<file path="src/verilog/can_fifo_irq_pkg.sv">
// Shared constants and types for the CAN FIFO interrupt and net filter block.
package can_fifo_irq_pkg;

   ////////////////////////////////////////////////////////////////////////////
   localparam int         ADDR_W            = 8;
   localparam int         DATA_W            = 32;
   localparam int         FIFO_MAX          = 32;
   localparam logic [7:0] CTRL_OFFSET       = 8'h00;
   localparam logic [7:0] IRQ_STAT_OFFSET   = 8'h04;
   localparam logic [7:0] IRQ_MASK_OFFSET   = 8'h08;
   localparam logic [7:0] FIFO_BASE_OFFSET  = 8'h80;
   localparam int         FIFO_IDX_SHIFT    = 2;

   ////////////////////////////////////////////////////////////////////////////
   localparam int         CTRL_ENABLE_BIT   = 15;
   localparam int         CTRL_BUSY_BIT     = 11;
   localparam int         CTRL_BAD_CNT_BIT  = 5;
   localparam int         CNT_W             = 5;
   localparam logic [4:0] CNT_MAX           = 5'h12;
   localparam logic [4:0] CNT_RESET         = 5'h00;
   localparam int         EID_W             = 18;
   localparam int         PAYLOAD_W         = 24;

   ////////////////////////////////////////////////////////////////////////////
   localparam int         TX_EN_MSB         = 26;
   localparam int         TX_EN_LSB         = 24;
   localparam int         RX_EN_MSB         = 19;
   localparam int         RX_EN_LSB         = 16;
   localparam int         RX_OVR_FLAG_BIT   = 3;
   localparam logic [2:0] TX_EN_RESET       = 3'h0;
   localparam logic [3:0] RX_EN_RESET       = 4'h0;
   localparam logic [31:0] FIFO_USED_MASK   = 32'h070F_070F;

   ////////////////////////////////////////////////////////////////////////////
   localparam int         EV_W              = 3;
   localparam int         EV_OVERRUN        = 0;
   localparam int         EV_DISABLED       = 1;
   localparam int         EV_BAD_CNT        = 2;
   localparam logic [2:0] EV_RESET          = 3'h0;
   localparam logic [3:0] SETTLE_CYCLES     = 4'h3;

   typedef enum logic [1:0] {
      MOD_OFF,
      MOD_ACTIVE,
      MOD_DRAIN,
      MOD_SETTLE
   } mod_state_t;

endpackage

</file>
<file path="src/verilog/fifo_slot_if.sv">
// Connection between the register front end and one FIFO interrupt slot.
`timescale 1ns/1ps
interface fifo_slot_if;
   logic        wr;
   logic [31:0] wdata;
   logic        tx_mode;
   logic        full;
   logic        half;
   logic        empty;
   logic        frame_arrive;
   logic [31:0] rdata;
   logic        irq;

   modport front (output wr, wdata, tx_mode, full, half, empty, frame_arrive,
                  input  rdata, irq);
   modport slot  (input  wr, wdata, tx_mode, full, half, empty, frame_arrive,
                  output rdata, irq);
endinterface

</file>
<file path="src/verilog/can_fifo_interrupt_and_netfilter.sv">
// Register front end, module enable handshake and net filter of the CAN block.
`timescale 1ns/1ps
// Operation
// - The filter count sets how many payload bits meet identifier bits.
// - Count codes above 18 are invalid and never give a filter match.
// - A disable lets a frame in progress finish; busy holds until off.
// - There are 32 independent FIFO interrupt registers, numbered 0 to 31.
// - Bits 26 to 24 enable transmit room, half and drained; reset zero.
// - Bits 19 to 16 enable receive overrun, full, half, pending; reset 0.
// - Flags in bits 10 to 8 and 2 to 0 are read-only live FIFO state.
// - The transmit room flag reads zero while the FIFO receives.
// - Bits 31 to 27, 23 to 20 and 15 to 11 of a FIFO register read 0.
// - Busy reads one while active and zero only once fully disabled.
module can_fifo_interrupt_and_netfilter #(
   parameter int FIFO_COUNT = 32
) (
   input  wire logic                  clk_sys,
   input  wire logic                  rst_b,
   input  wire logic [7:0]            reg_addr,
   input  wire logic [31:0]           reg_wdata,
   input  wire logic                  reg_wr,
   input  wire logic                  reg_rd,
   output logic      [31:0]           reg_rdata,
   input  wire logic [FIFO_COUNT-1:0] fifo_direction_transmit,
   input  wire logic [FIFO_COUNT-1:0] fifo_full,
   input  wire logic [FIFO_COUNT-1:0] fifo_half,
   input  wire logic [FIFO_COUNT-1:0] fifo_empty,
   input  wire logic [FIFO_COUNT-1:0] rx_frame_arrive,
   input  wire logic                  frame_in_progress,
   input  wire logic [23:0]           rx_payload,
   input  wire logic [17:0]           acceptance_filter_value,
   output logic                       module_enable,
   output logic                       module_active_flag,
   output logic                       net_filter_match,
   output logic [FIFO_COUNT-1:0]      fifo_irq,
   output logic                       irq
);

   ////////////////////////////////////////////////////////////////////////////
   // Refused at elaboration: the slot index is only five bits wide.
   if (FIFO_COUNT < 1 || FIFO_COUNT > can_fifo_irq_pkg::FIFO_MAX) begin
      $error("FIFO_COUNT must lie between 1 and 32");
   end

   logic                        ctrl_en_reg;
   logic                        ctrl_en_next;
   logic [4:0]                  net_filter_bit_count_reg;
   logic [4:0]                  net_filter_bit_count_next;
   can_fifo_irq_pkg::mod_state_t state_reg;
   can_fifo_irq_pkg::mod_state_t state_next;
   logic [3:0]                  settle_cnt_reg;
   logic [3:0]                  settle_cnt_next;
   logic                        module_enable_reg;
   logic                        module_active_flag_reg;
   logic                        disable_done;
   logic [2:0]                  irq_stat_reg;
   logic [2:0]                  irq_stat_next;
   logic [2:0]                  irq_mask_reg;
   logic [2:0]                  irq_mask_next;
   logic [2:0]                  events;
   logic                        irq_reg;
   logic                        net_filter_match_reg;
   logic                        net_filter_match_next;
   logic                        count_bad;
   logic [31:0]                 reg_rdata_reg;
   logic [31:0]                 reg_rdata_next;
   logic [4:0]                  fifo_idx;
   logic                        fifo_hit;
   logic                        ctrl_hit;
   logic [31:0]                 slot_rdata [FIFO_COUNT];
   logic [FIFO_COUNT-1:0]       slot_irq;
   logic [FIFO_COUNT-1:0]       fifo_irq_reg;

   ////////////////////////////////////////////////////////////////////////////
   // Address decode. Unaligned or unmapped addresses read zero and ignore
   // writes.
   assign fifo_idx = 5'((reg_addr - can_fifo_irq_pkg::FIFO_BASE_OFFSET)
                        >> can_fifo_irq_pkg::FIFO_IDX_SHIFT);
   assign fifo_hit = (reg_addr >= can_fifo_irq_pkg::FIFO_BASE_OFFSET) &&
                     (reg_addr[1:0] == 2'h0) &&
                     (int'(fifo_idx) < FIFO_COUNT);
   assign ctrl_hit = (reg_addr == can_fifo_irq_pkg::CTRL_OFFSET);

   ////////////////////////////////////////////////////////////////////////////
   // Per-FIFO slots, one independent register each.
   genvar g;
   generate
      for (g = 0; g < FIFO_COUNT; g++) begin : gen_slot
         fifo_slot_if slot_bus ();
         assign slot_bus.wr           = reg_wr && fifo_hit &&
                                        (fifo_idx == 5'(g));
         assign slot_bus.wdata        = reg_wdata;
         assign slot_bus.tx_mode      = fifo_direction_transmit[g];
         assign slot_bus.full         = fifo_full[g];
         assign slot_bus.half         = fifo_half[g];
         assign slot_bus.empty        = fifo_empty[g];
         assign slot_bus.frame_arrive = rx_frame_arrive[g];
         assign slot_rdata[g]         = slot_bus.rdata;
         assign slot_irq[g]           = slot_bus.irq;
         fifo_irq_slot u_slot (
            .clk_sys (clk_sys),
            .rst_b   (rst_b),
            .bus     (slot_bus)
         );
      end
   endgenerate

   ////////////////////////////////////////////////////////////////////////////
   // Control register and enable/disable handshake.
   always_comb begin
      ctrl_en_next              = ctrl_en_reg;
      net_filter_bit_count_next = net_filter_bit_count_reg;
      if (reg_wr && ctrl_hit) begin
         ctrl_en_next              =
            reg_wdata[can_fifo_irq_pkg::CTRL_ENABLE_BIT];
         net_filter_bit_count_next = reg_wdata[4:0];
      end
   end

   // The engine keeps frame_in_progress high until its frame is done, so a
   // disable never cuts a frame in half.
   always_comb begin
      state_next      = state_reg;
      settle_cnt_next = settle_cnt_reg;
      unique case (state_reg)
         can_fifo_irq_pkg::MOD_OFF: begin
            if (ctrl_en_reg) begin
               state_next = can_fifo_irq_pkg::MOD_ACTIVE;
            end
         end
         can_fifo_irq_pkg::MOD_ACTIVE: begin
            if (!ctrl_en_reg) begin
               state_next = can_fifo_irq_pkg::MOD_DRAIN;
            end
         end
         can_fifo_irq_pkg::MOD_DRAIN: begin
            if (!frame_in_progress) begin
               state_next      = can_fifo_irq_pkg::MOD_SETTLE;
               settle_cnt_next = can_fifo_irq_pkg::SETTLE_CYCLES - 4'h1;
            end
         end
         can_fifo_irq_pkg::MOD_SETTLE: begin
            if (settle_cnt_reg == 4'h0) begin
               state_next = ctrl_en_reg ? can_fifo_irq_pkg::MOD_ACTIVE
                                        : can_fifo_irq_pkg::MOD_OFF;
            end else begin
               settle_cnt_next = settle_cnt_reg - 4'h1;
            end
         end
      endcase
   end

   assign disable_done = (state_reg == can_fifo_irq_pkg::MOD_SETTLE) &&
                         (settle_cnt_reg == 4'h0) && !ctrl_en_reg;

   always_ff @(posedge clk_sys or negedge rst_b) begin
      if (!rst_b) begin
         ctrl_en_reg              <= 1'b0;
         net_filter_bit_count_reg <= can_fifo_irq_pkg::CNT_RESET;
         state_reg                <= can_fifo_irq_pkg::MOD_OFF;
         settle_cnt_reg           <= 4'h0;
         module_enable_reg        <= 1'b0;
         module_active_flag_reg   <= 1'b0;
      end else begin
         ctrl_en_reg              <= ctrl_en_next;
         net_filter_bit_count_reg <= net_filter_bit_count_next;
         state_reg                <= state_next;
         settle_cnt_reg           <= settle_cnt_next;
         module_enable_reg        <= (state_next ==
                                      can_fifo_irq_pkg::MOD_ACTIVE);
         module_active_flag_reg   <= (state_next !=
                                      can_fifo_irq_pkg::MOD_OFF);
      end
   end

   ////////////////////////////////////////////////////////////////////////////
   // Net filter: payload bit k (byte 0 bit 7 first) meets identifier bit k.
   assign count_bad = (net_filter_bit_count_reg > can_fifo_irq_pkg::CNT_MAX);

   always_comb begin
      logic miss;
      miss = 1'b0;
      for (int k = 0; k < can_fifo_irq_pkg::EID_W; k++) begin
         if ((5'(k) < net_filter_bit_count_reg) &&
             (rx_payload[23-k] != acceptance_filter_value[k])) begin
            miss = 1'b1;
         end
      end
      // Bad codes match nothing rather than an arbitrary subset.
      net_filter_match_next = !miss && !count_bad;
   end

   always_ff @(posedge clk_sys or negedge rst_b) begin
      if (!rst_b) begin
         net_filter_match_reg <= 1'b0;
      end else begin
         net_filter_match_reg <= net_filter_match_next;
      end
   end

   ////////////////////////////////////////////////////////////////////////////
   // Block interrupt: sticky events, write one to clear, set beats clear.
   always_comb begin
      events = 3'h0;
      events[can_fifo_irq_pkg::EV_OVERRUN]  =
         |(rx_frame_arrive & fifo_full);
      events[can_fifo_irq_pkg::EV_DISABLED] = disable_done;
      events[can_fifo_irq_pkg::EV_BAD_CNT]  = reg_wr && ctrl_hit &&
                                              (reg_wdata[4:0] >
                                               can_fifo_irq_pkg::CNT_MAX);
      irq_stat_next = irq_stat_reg;
      irq_mask_next = irq_mask_reg;
      if (reg_wr && reg_addr == can_fifo_irq_pkg::IRQ_STAT_OFFSET) begin
         irq_stat_next = irq_stat_reg & ~reg_wdata[2:0];
      end
      if (reg_wr && reg_addr == can_fifo_irq_pkg::IRQ_MASK_OFFSET) begin
         irq_mask_next = reg_wdata[2:0];
      end
      irq_stat_next = irq_stat_next | events;
   end

   always_ff @(posedge clk_sys or negedge rst_b) begin
      if (!rst_b) begin
         irq_stat_reg <= can_fifo_irq_pkg::EV_RESET;
         irq_mask_reg <= can_fifo_irq_pkg::EV_RESET;
         irq_reg      <= 1'b0;
         fifo_irq_reg <= '0;
      end else begin
         irq_stat_reg <= irq_stat_next;
         irq_mask_reg <= irq_mask_next;
         irq_reg      <= |(irq_stat_next & irq_mask_next);
         fifo_irq_reg <= slot_irq;
      end
   end

   ////////////////////////////////////////////////////////////////////////////
   // Read path: data appear in the cycle after the strobe and only then.
   always_comb begin
      reg_rdata_next = 32'h0000_0000;
      if (reg_rd) begin
         if (ctrl_hit) begin
            reg_rdata_next[can_fifo_irq_pkg::CTRL_ENABLE_BIT]  = ctrl_en_reg;
            reg_rdata_next[can_fifo_irq_pkg::CTRL_BUSY_BIT]    =
               module_active_flag_reg;
            reg_rdata_next[can_fifo_irq_pkg::CTRL_BAD_CNT_BIT] = count_bad;
            reg_rdata_next[4:0] = net_filter_bit_count_reg;
         end else if (reg_addr == can_fifo_irq_pkg::IRQ_STAT_OFFSET) begin
            reg_rdata_next[2:0] = irq_stat_reg;
         end else if (reg_addr == can_fifo_irq_pkg::IRQ_MASK_OFFSET) begin
            reg_rdata_next[2:0] = irq_mask_reg;
         end else if (fifo_hit) begin
            reg_rdata_next = slot_rdata[fifo_idx] &
                             can_fifo_irq_pkg::FIFO_USED_MASK;
         end
      end
   end

   always_ff @(posedge clk_sys or negedge rst_b) begin
      if (!rst_b) begin
         reg_rdata_reg <= 32'h0000_0000;
      end else begin
         reg_rdata_reg <= reg_rdata_next;
      end
   end

   assign reg_rdata          = reg_rdata_reg;
   assign module_enable      = module_enable_reg;
   assign module_active_flag = module_active_flag_reg;
   assign net_filter_match   = net_filter_match_reg;
   assign fifo_irq           = fifo_irq_reg;
   assign irq                = irq_reg;
endmodule

</file>
<file path="src/verilog/fifo_irq_slot.sv">
// Interrupt enables, live flags and overrun flag of one message FIFO.
`timescale 1ns/1ps
module fifo_irq_slot (
   input wire logic  clk_sys,
   input wire logic  rst_b,
   fifo_slot_if.slot bus
);
   logic [2:0] tx_en_reg;
   logic [2:0] tx_en_next;
   logic [3:0] rx_en_reg;
   logic [3:0] rx_en_next;
   logic [2:0] tx_flag_reg;
   logic [2:0] tx_flag_next;
   logic [2:0] rx_flag_reg;
   logic [2:0] rx_flag_next;
   logic       rx_overrun_flag_reg;
   logic       rx_overrun_flag_next;
   logic       irq_reg;
   logic       irq_next;
   logic       overrun_event;

   assign overrun_event = bus.frame_arrive & bus.full;

   ////////////////////////////////////////////////////////////////////////////
   always_comb begin
      tx_en_next           = tx_en_reg;
      rx_en_next           = rx_en_reg;
      rx_overrun_flag_next = rx_overrun_flag_reg;
      if (bus.wr) begin
         tx_en_next = bus.wdata[can_fifo_irq_pkg::TX_EN_MSB:
                                can_fifo_irq_pkg::TX_EN_LSB];
         rx_en_next = bus.wdata[can_fifo_irq_pkg::RX_EN_MSB:
                                can_fifo_irq_pkg::RX_EN_LSB];
         if (!bus.wdata[can_fifo_irq_pkg::RX_OVR_FLAG_BIT]) begin
            rx_overrun_flag_next = 1'b0;
         end
      end
      // A frame landing in the clearing cycle must not be lost.
      if (overrun_event) begin
         rx_overrun_flag_next = 1'b1;
      end
      // Order {room, half, drained}; room means nothing while receiving.
      tx_flag_next = {bus.tx_mode & ~bus.full, bus.half, bus.empty};
      rx_flag_next = {bus.full, bus.half, ~bus.empty};
      irq_next = (|(tx_flag_next & tx_en_next)) |
                 (|({rx_overrun_flag_next, rx_flag_next} & rx_en_next));
   end

   always_ff @(posedge clk_sys or negedge rst_b) begin
      if (!rst_b) begin
         tx_en_reg           <= can_fifo_irq_pkg::TX_EN_RESET;
         rx_en_reg           <= can_fifo_irq_pkg::RX_EN_RESET;
         tx_flag_reg         <= 3'h0;
         rx_flag_reg         <= 3'h0;
         rx_overrun_flag_reg <= 1'b0;
         irq_reg             <= 1'b0;
      end else begin
         tx_en_reg           <= tx_en_next;
         rx_en_reg           <= rx_en_next;
         tx_flag_reg         <= tx_flag_next;
         rx_flag_reg         <= rx_flag_next;
         rx_overrun_flag_reg <= rx_overrun_flag_next;
         irq_reg             <= irq_next;
      end
   end

   // Enables sit 16 bits above their flags, which the checks below use.
   assign bus.rdata = {5'h00, tx_en_reg, 4'h0, rx_en_reg,
                       5'h00, tx_flag_reg, 4'h0, rx_overrun_flag_reg,
                       rx_flag_reg};
   assign bus.irq   = irq_reg;
endmodule

</file>
<file path="config.mk">
export PLATFORM = sky130hd
export DESIGN_NAME = can_fifo_interrupt_and_netfilter
export DESIGN_NICKNAME = d
export VERILOG_FILES = /design/src/verilog/can_fifo_irq_pkg.sv /design/src/verilog/fifo_slot_if.sv /design/src/verilog/can_fifo_interrupt_and_netfilter.sv /design/src/verilog/fifo_irq_slot.sv
export SDC_FILE = /design/constraint.sdc
export NUM_CORES = 1
export LEC_CHECK = 0
export ABC_AREA = 0
export CORE_MARGIN = 4
export CORE_UTILIZATION = 55
export DETAILED_ROUTE_END_ITERATION = 8
export DONT_BUFFER_PORTS = 1
export PLACE_DENSITY_LB_ADDON = 0.08
export SLEW_MARGIN = 20
export SYNTH_ARGS = -nofsm -noshare
export SYNTH_HDL_FRONTEND = slang
export SYNTH_SLANG_ARGS = --single-unit
</file>
<file path="constraint.sdc">
create_clock -name clk_sys -period 2 [get_ports clk_sys]
set_input_delay 0 -clock clk_sys [delete_from_list [all_inputs] [get_ports clk_sys]]
set_output_delay 0 -clock clk_sys [all_outputs]
set_load 0.05 [all_outputs]
</file>
==> flow_metrics.py <==
metrics = {
    "outcome": {
        "run_status": "finished with violations",
        "violations": "hold timing, setup timing",
    },
    "routing": {
        "vias_per_cell": 6.27,
        "ant_nets": 0,
        "vias": 16241,
        "avgRoutedWirePerCell_um": 29.1,
        "drt_iter0_drc": 1563,
        "wirelength_um": 75500,
        "drc": 0,
        "dr.pass1.iters": 5,
    },
    "grt": {
        "grt.overflow.total": 0,
        "grt_max_degree": 521,
        "grt_pass1_wl_um": 113000,
        "grt_usage": 0.328,
        "grt_pass1_vias": 17339,
        "antenna_found_initial": 16,
    },
    "synth": {
        "synth_mux_area_frac": 0.263,
        "synth_cell_type_count": 70,
        "ys_seq_elements": 520,
        "ys.flop_type": "dfrtp_1",
        "synthArstFlopShare": 1.00,
        "synth-edff-count": 0,
        "synth-compound-area-share": 0.0594,
        "synthTopCellsByArea": "dfrtp_1, mux4_2, mux2_2, nand2_1, mux2i_1",
        "ys_seq_area_frac": 0.556,
        "synthCells": 1628,
        "synthXorXnorAreaFrac": 0.00673,
        "avgSynthCellArea_sq_um": 14.4,
        "yosysTopAreaCell": "dfrtp_1",
        "yosys.area_share.simple": 0.0783,
        "syn_area_sq_um": 23400,
        "synth_top_family_by_area": "multiplexers",
        "synthAdderAreaFrac": 0.00107,
        "synth_top_area_share": 0.556,
        "yosysWarnings": 0,
    },
    "worst_hold_path": {
        "hp-class": "in2async",
    },
    "floorplan": {
        "fp.dieH_um": 214,
        "die_w_um": 214,
        "start_util": 0.557,
        "rows": 75,
        "num_io_pins": 315,
        "die_area_sq_um": 45900,
        "core_area_sq_um": 42000,
    },
    "sta": {
        "max-slew-margin-rel": 0.328,
        "fmax_mhz": 492,
        "slew_viol_final": 0,
        "rsz0062_at_grt": "yes",
        "setup_viol": 1,
        "setup_slack_ns": -0.0313,
        "hold_viol_final": 521,
        "min_period_ns": 2.03,
        "whs_ns": -0.899,
        "fin_crit_sh": 1.02,
        "clock-skew-final_ns": 0.0210,
        "worst_slew_pin_slew_ns": 1.01,
    },
    "cts": {
        "cts.sinks": 520,
        "cts_buffers": 53,
        "clk_latency_ns": 0.62,
        "clockBufferDepth": 3,
        "cts_root_buf": "clkbuf_16",
        "clkTransAtPathRegs_ns": 0.06,
        "h-tree-depth": 2,
        "cts_tree": "yes",
    },
    "layout": {
        "final_cells": 2591,
        "largest_register_ffs": 128,
        "area_delta_synth_final_pct": 26.3,
        "fin_area_sq_um": 29600,
        "nFillCells": 2889,
        "nets": 2245,
        "drive_gt1_frac": 0.299,
    },
    "power": {
        "peakVddDrop_v": 0.000813,
        "power.switching_mw": 6.44,
        "power_density_nw_per_um2": 852,
        "clockPowerShare": 0.410,
        "sequentialPowerShare": 0.479,
        "combPwrFrac": 0.111,
        "p_leak_nw": 13.4,
        "switching_share": 0.256,
        "p_int_mw": 18.8,
    },
    "critical_path": {
        "crit_required_ns": 2.49,
        "critPathCaptureType": "register",
        "crit_type": "reg2reg",
        "start_kind": "register",
        "cp_max_fo": 2,
        "crit_arrival_ns": 2.52,
    },
    "placement": {
        "gp_congestion": 0.940,
        "place_area_sq_um": 24200,
        "dp_cells": 2142,
        "portBuffers": 0,
        "detailed_place_hpwl_um": 49000,
    },
    "flow_run": {
        "drv_cap": 0,
    },
}
-- power by group through the flow --
stage / logic, mW / clock network, mW / registers (mW)
floorplan: 1.67 / 0 / 12.1
global placement: 1.83 / 0 / 12.2
detailed placement: 1.87 / 0 / 12.2
CTS: 2.70 / 10.5 / 12.1
global route: 2.97 / 10.9 / 12.1
finish: 2.81 / 10.3 / 12.1
-- final cells by class --
cell class	count	area, sq um	area share
sequential	520	13000	0.440
tap	539	674	0.0228
multi-input combinational	943	9690	0.327
timing repair buffer	408	4090	0.138
clock buffer	79	1570	0.0532
clock inverter	21	262	0.00884
antenna	11	27.5	0.000930
inverter	70	263	0.00888
-- through the flow --
stage	setup slack, ns	util	power [mW]	setup TNS [ns]
after floorplan	-0.0276	-	13.7	-0.0647
after global placement	-0.124	0.575	14.1	-0.124
after global routing	-0.0289	0.704	26.0	-0.0564
final	-0.0313	0.704	25.2	-0.0313
after CTS	0.0117	0.699	25.2	0
after detailed placement	-0.150	0.575	14.1	-0.204
-- layout by cell type (no fill, tap or decap), drive strengths merged, types with 8 or more instances in the layout --
cell	n
inv	71
nand3	42
a22o	24
a22oi	26
a21oi	20
nor2	33
mux2	248
clkbuf	79
nand4	24
nor4	8
nor2b	39
and2	11
o21ai	42
buf	88
mux4	137
a31oi	10
mux2i	27
diode	11
clkinv	13
conb	14
o211ai	13
dfrtp	520
dlygate4sd3	318
xnor2	16
a221oi	8
nor3	21
nand2	85
-- timing repair --
item	CTS	global route
endpoints found under the setup margin	1	17
hold buffers	325	9
hold endpoints to repair	1007	543
pin swaps	1	4
gates resized for setup	3	12
setup buffers	0	7
-- worst max-delay path, cell delays in order, from the launching register on --
cell and delay, ns:
dfrtp_1 0.37, mux4_2 0.55, mux4_2 0.55, nand3_2 0.10, o21ai_2 0.10, a31o_2 0.24
-- logic make-up (layout without fill, tap and decap cells) --
logic type | Yosys count | count (layout)
buffers and inverters | 178 | 578
flip-flops | 520 | 520
AO/OA/AOI/OAI | 193 | 193
AND/OR/NAND/NOR | 304 | 304
XOR/XNOR | 18 | 18
other | 1 | 25
multiplexers | 412 | 412
adder cells (fa/ha/maj) | 2 | 2
-- synth_stat cells, drive strengths merged (11+ instances only) --
master / n
a22o: 24
mux4: 137
nand3: 42
nor2: 33
buf: 63
o211ai: 13
nand2: 85
clkbuf: 45
dfrtp: 520
nor2b: 39
and2: 11
mux2: 248
inv: 70
o21ai: 42
nand4: 24
xnor2: 16
nor3: 21
a21oi: 20
a22oi: 26
mux2i: 27
-- worst paths after layout --
check | start | to | slack [ns] | cells past startpoint
max | gen_slot[15].u_slot.tx_flag_reg[1] | reg_rdata[1] | -0.03 | 5
max reg2reg | gen_slot[15].u_slot.tx_flag_reg[1] | reg_rdata[1] | -0.03 | 5
min | rst_b | fifo_irq[8] | -0.90 | 0
min in group clk_sys | reg_addr[5] | reg_rdata[2] | -0.03 | 4
max in group asynchronous | rst_b | gen_slot[19].u_slot.bus.irq | 2.08 | 0
min reg2reg | gen_slot[25].u_slot.bus.irq | fifo_irq[25] | 0.35 | 0
-- per-layer routing --
metal	vias to the layer above	share of wire	track usage
met5	-	0.00073	0
met4	10	0.037	0.112
met3	132	0.098	0.0910
met2	796	0.46	0.508
met1	8511	0.40	0.456
li1	6792	-	-
No activity file was read; power rests on OpenSTA's default activity.
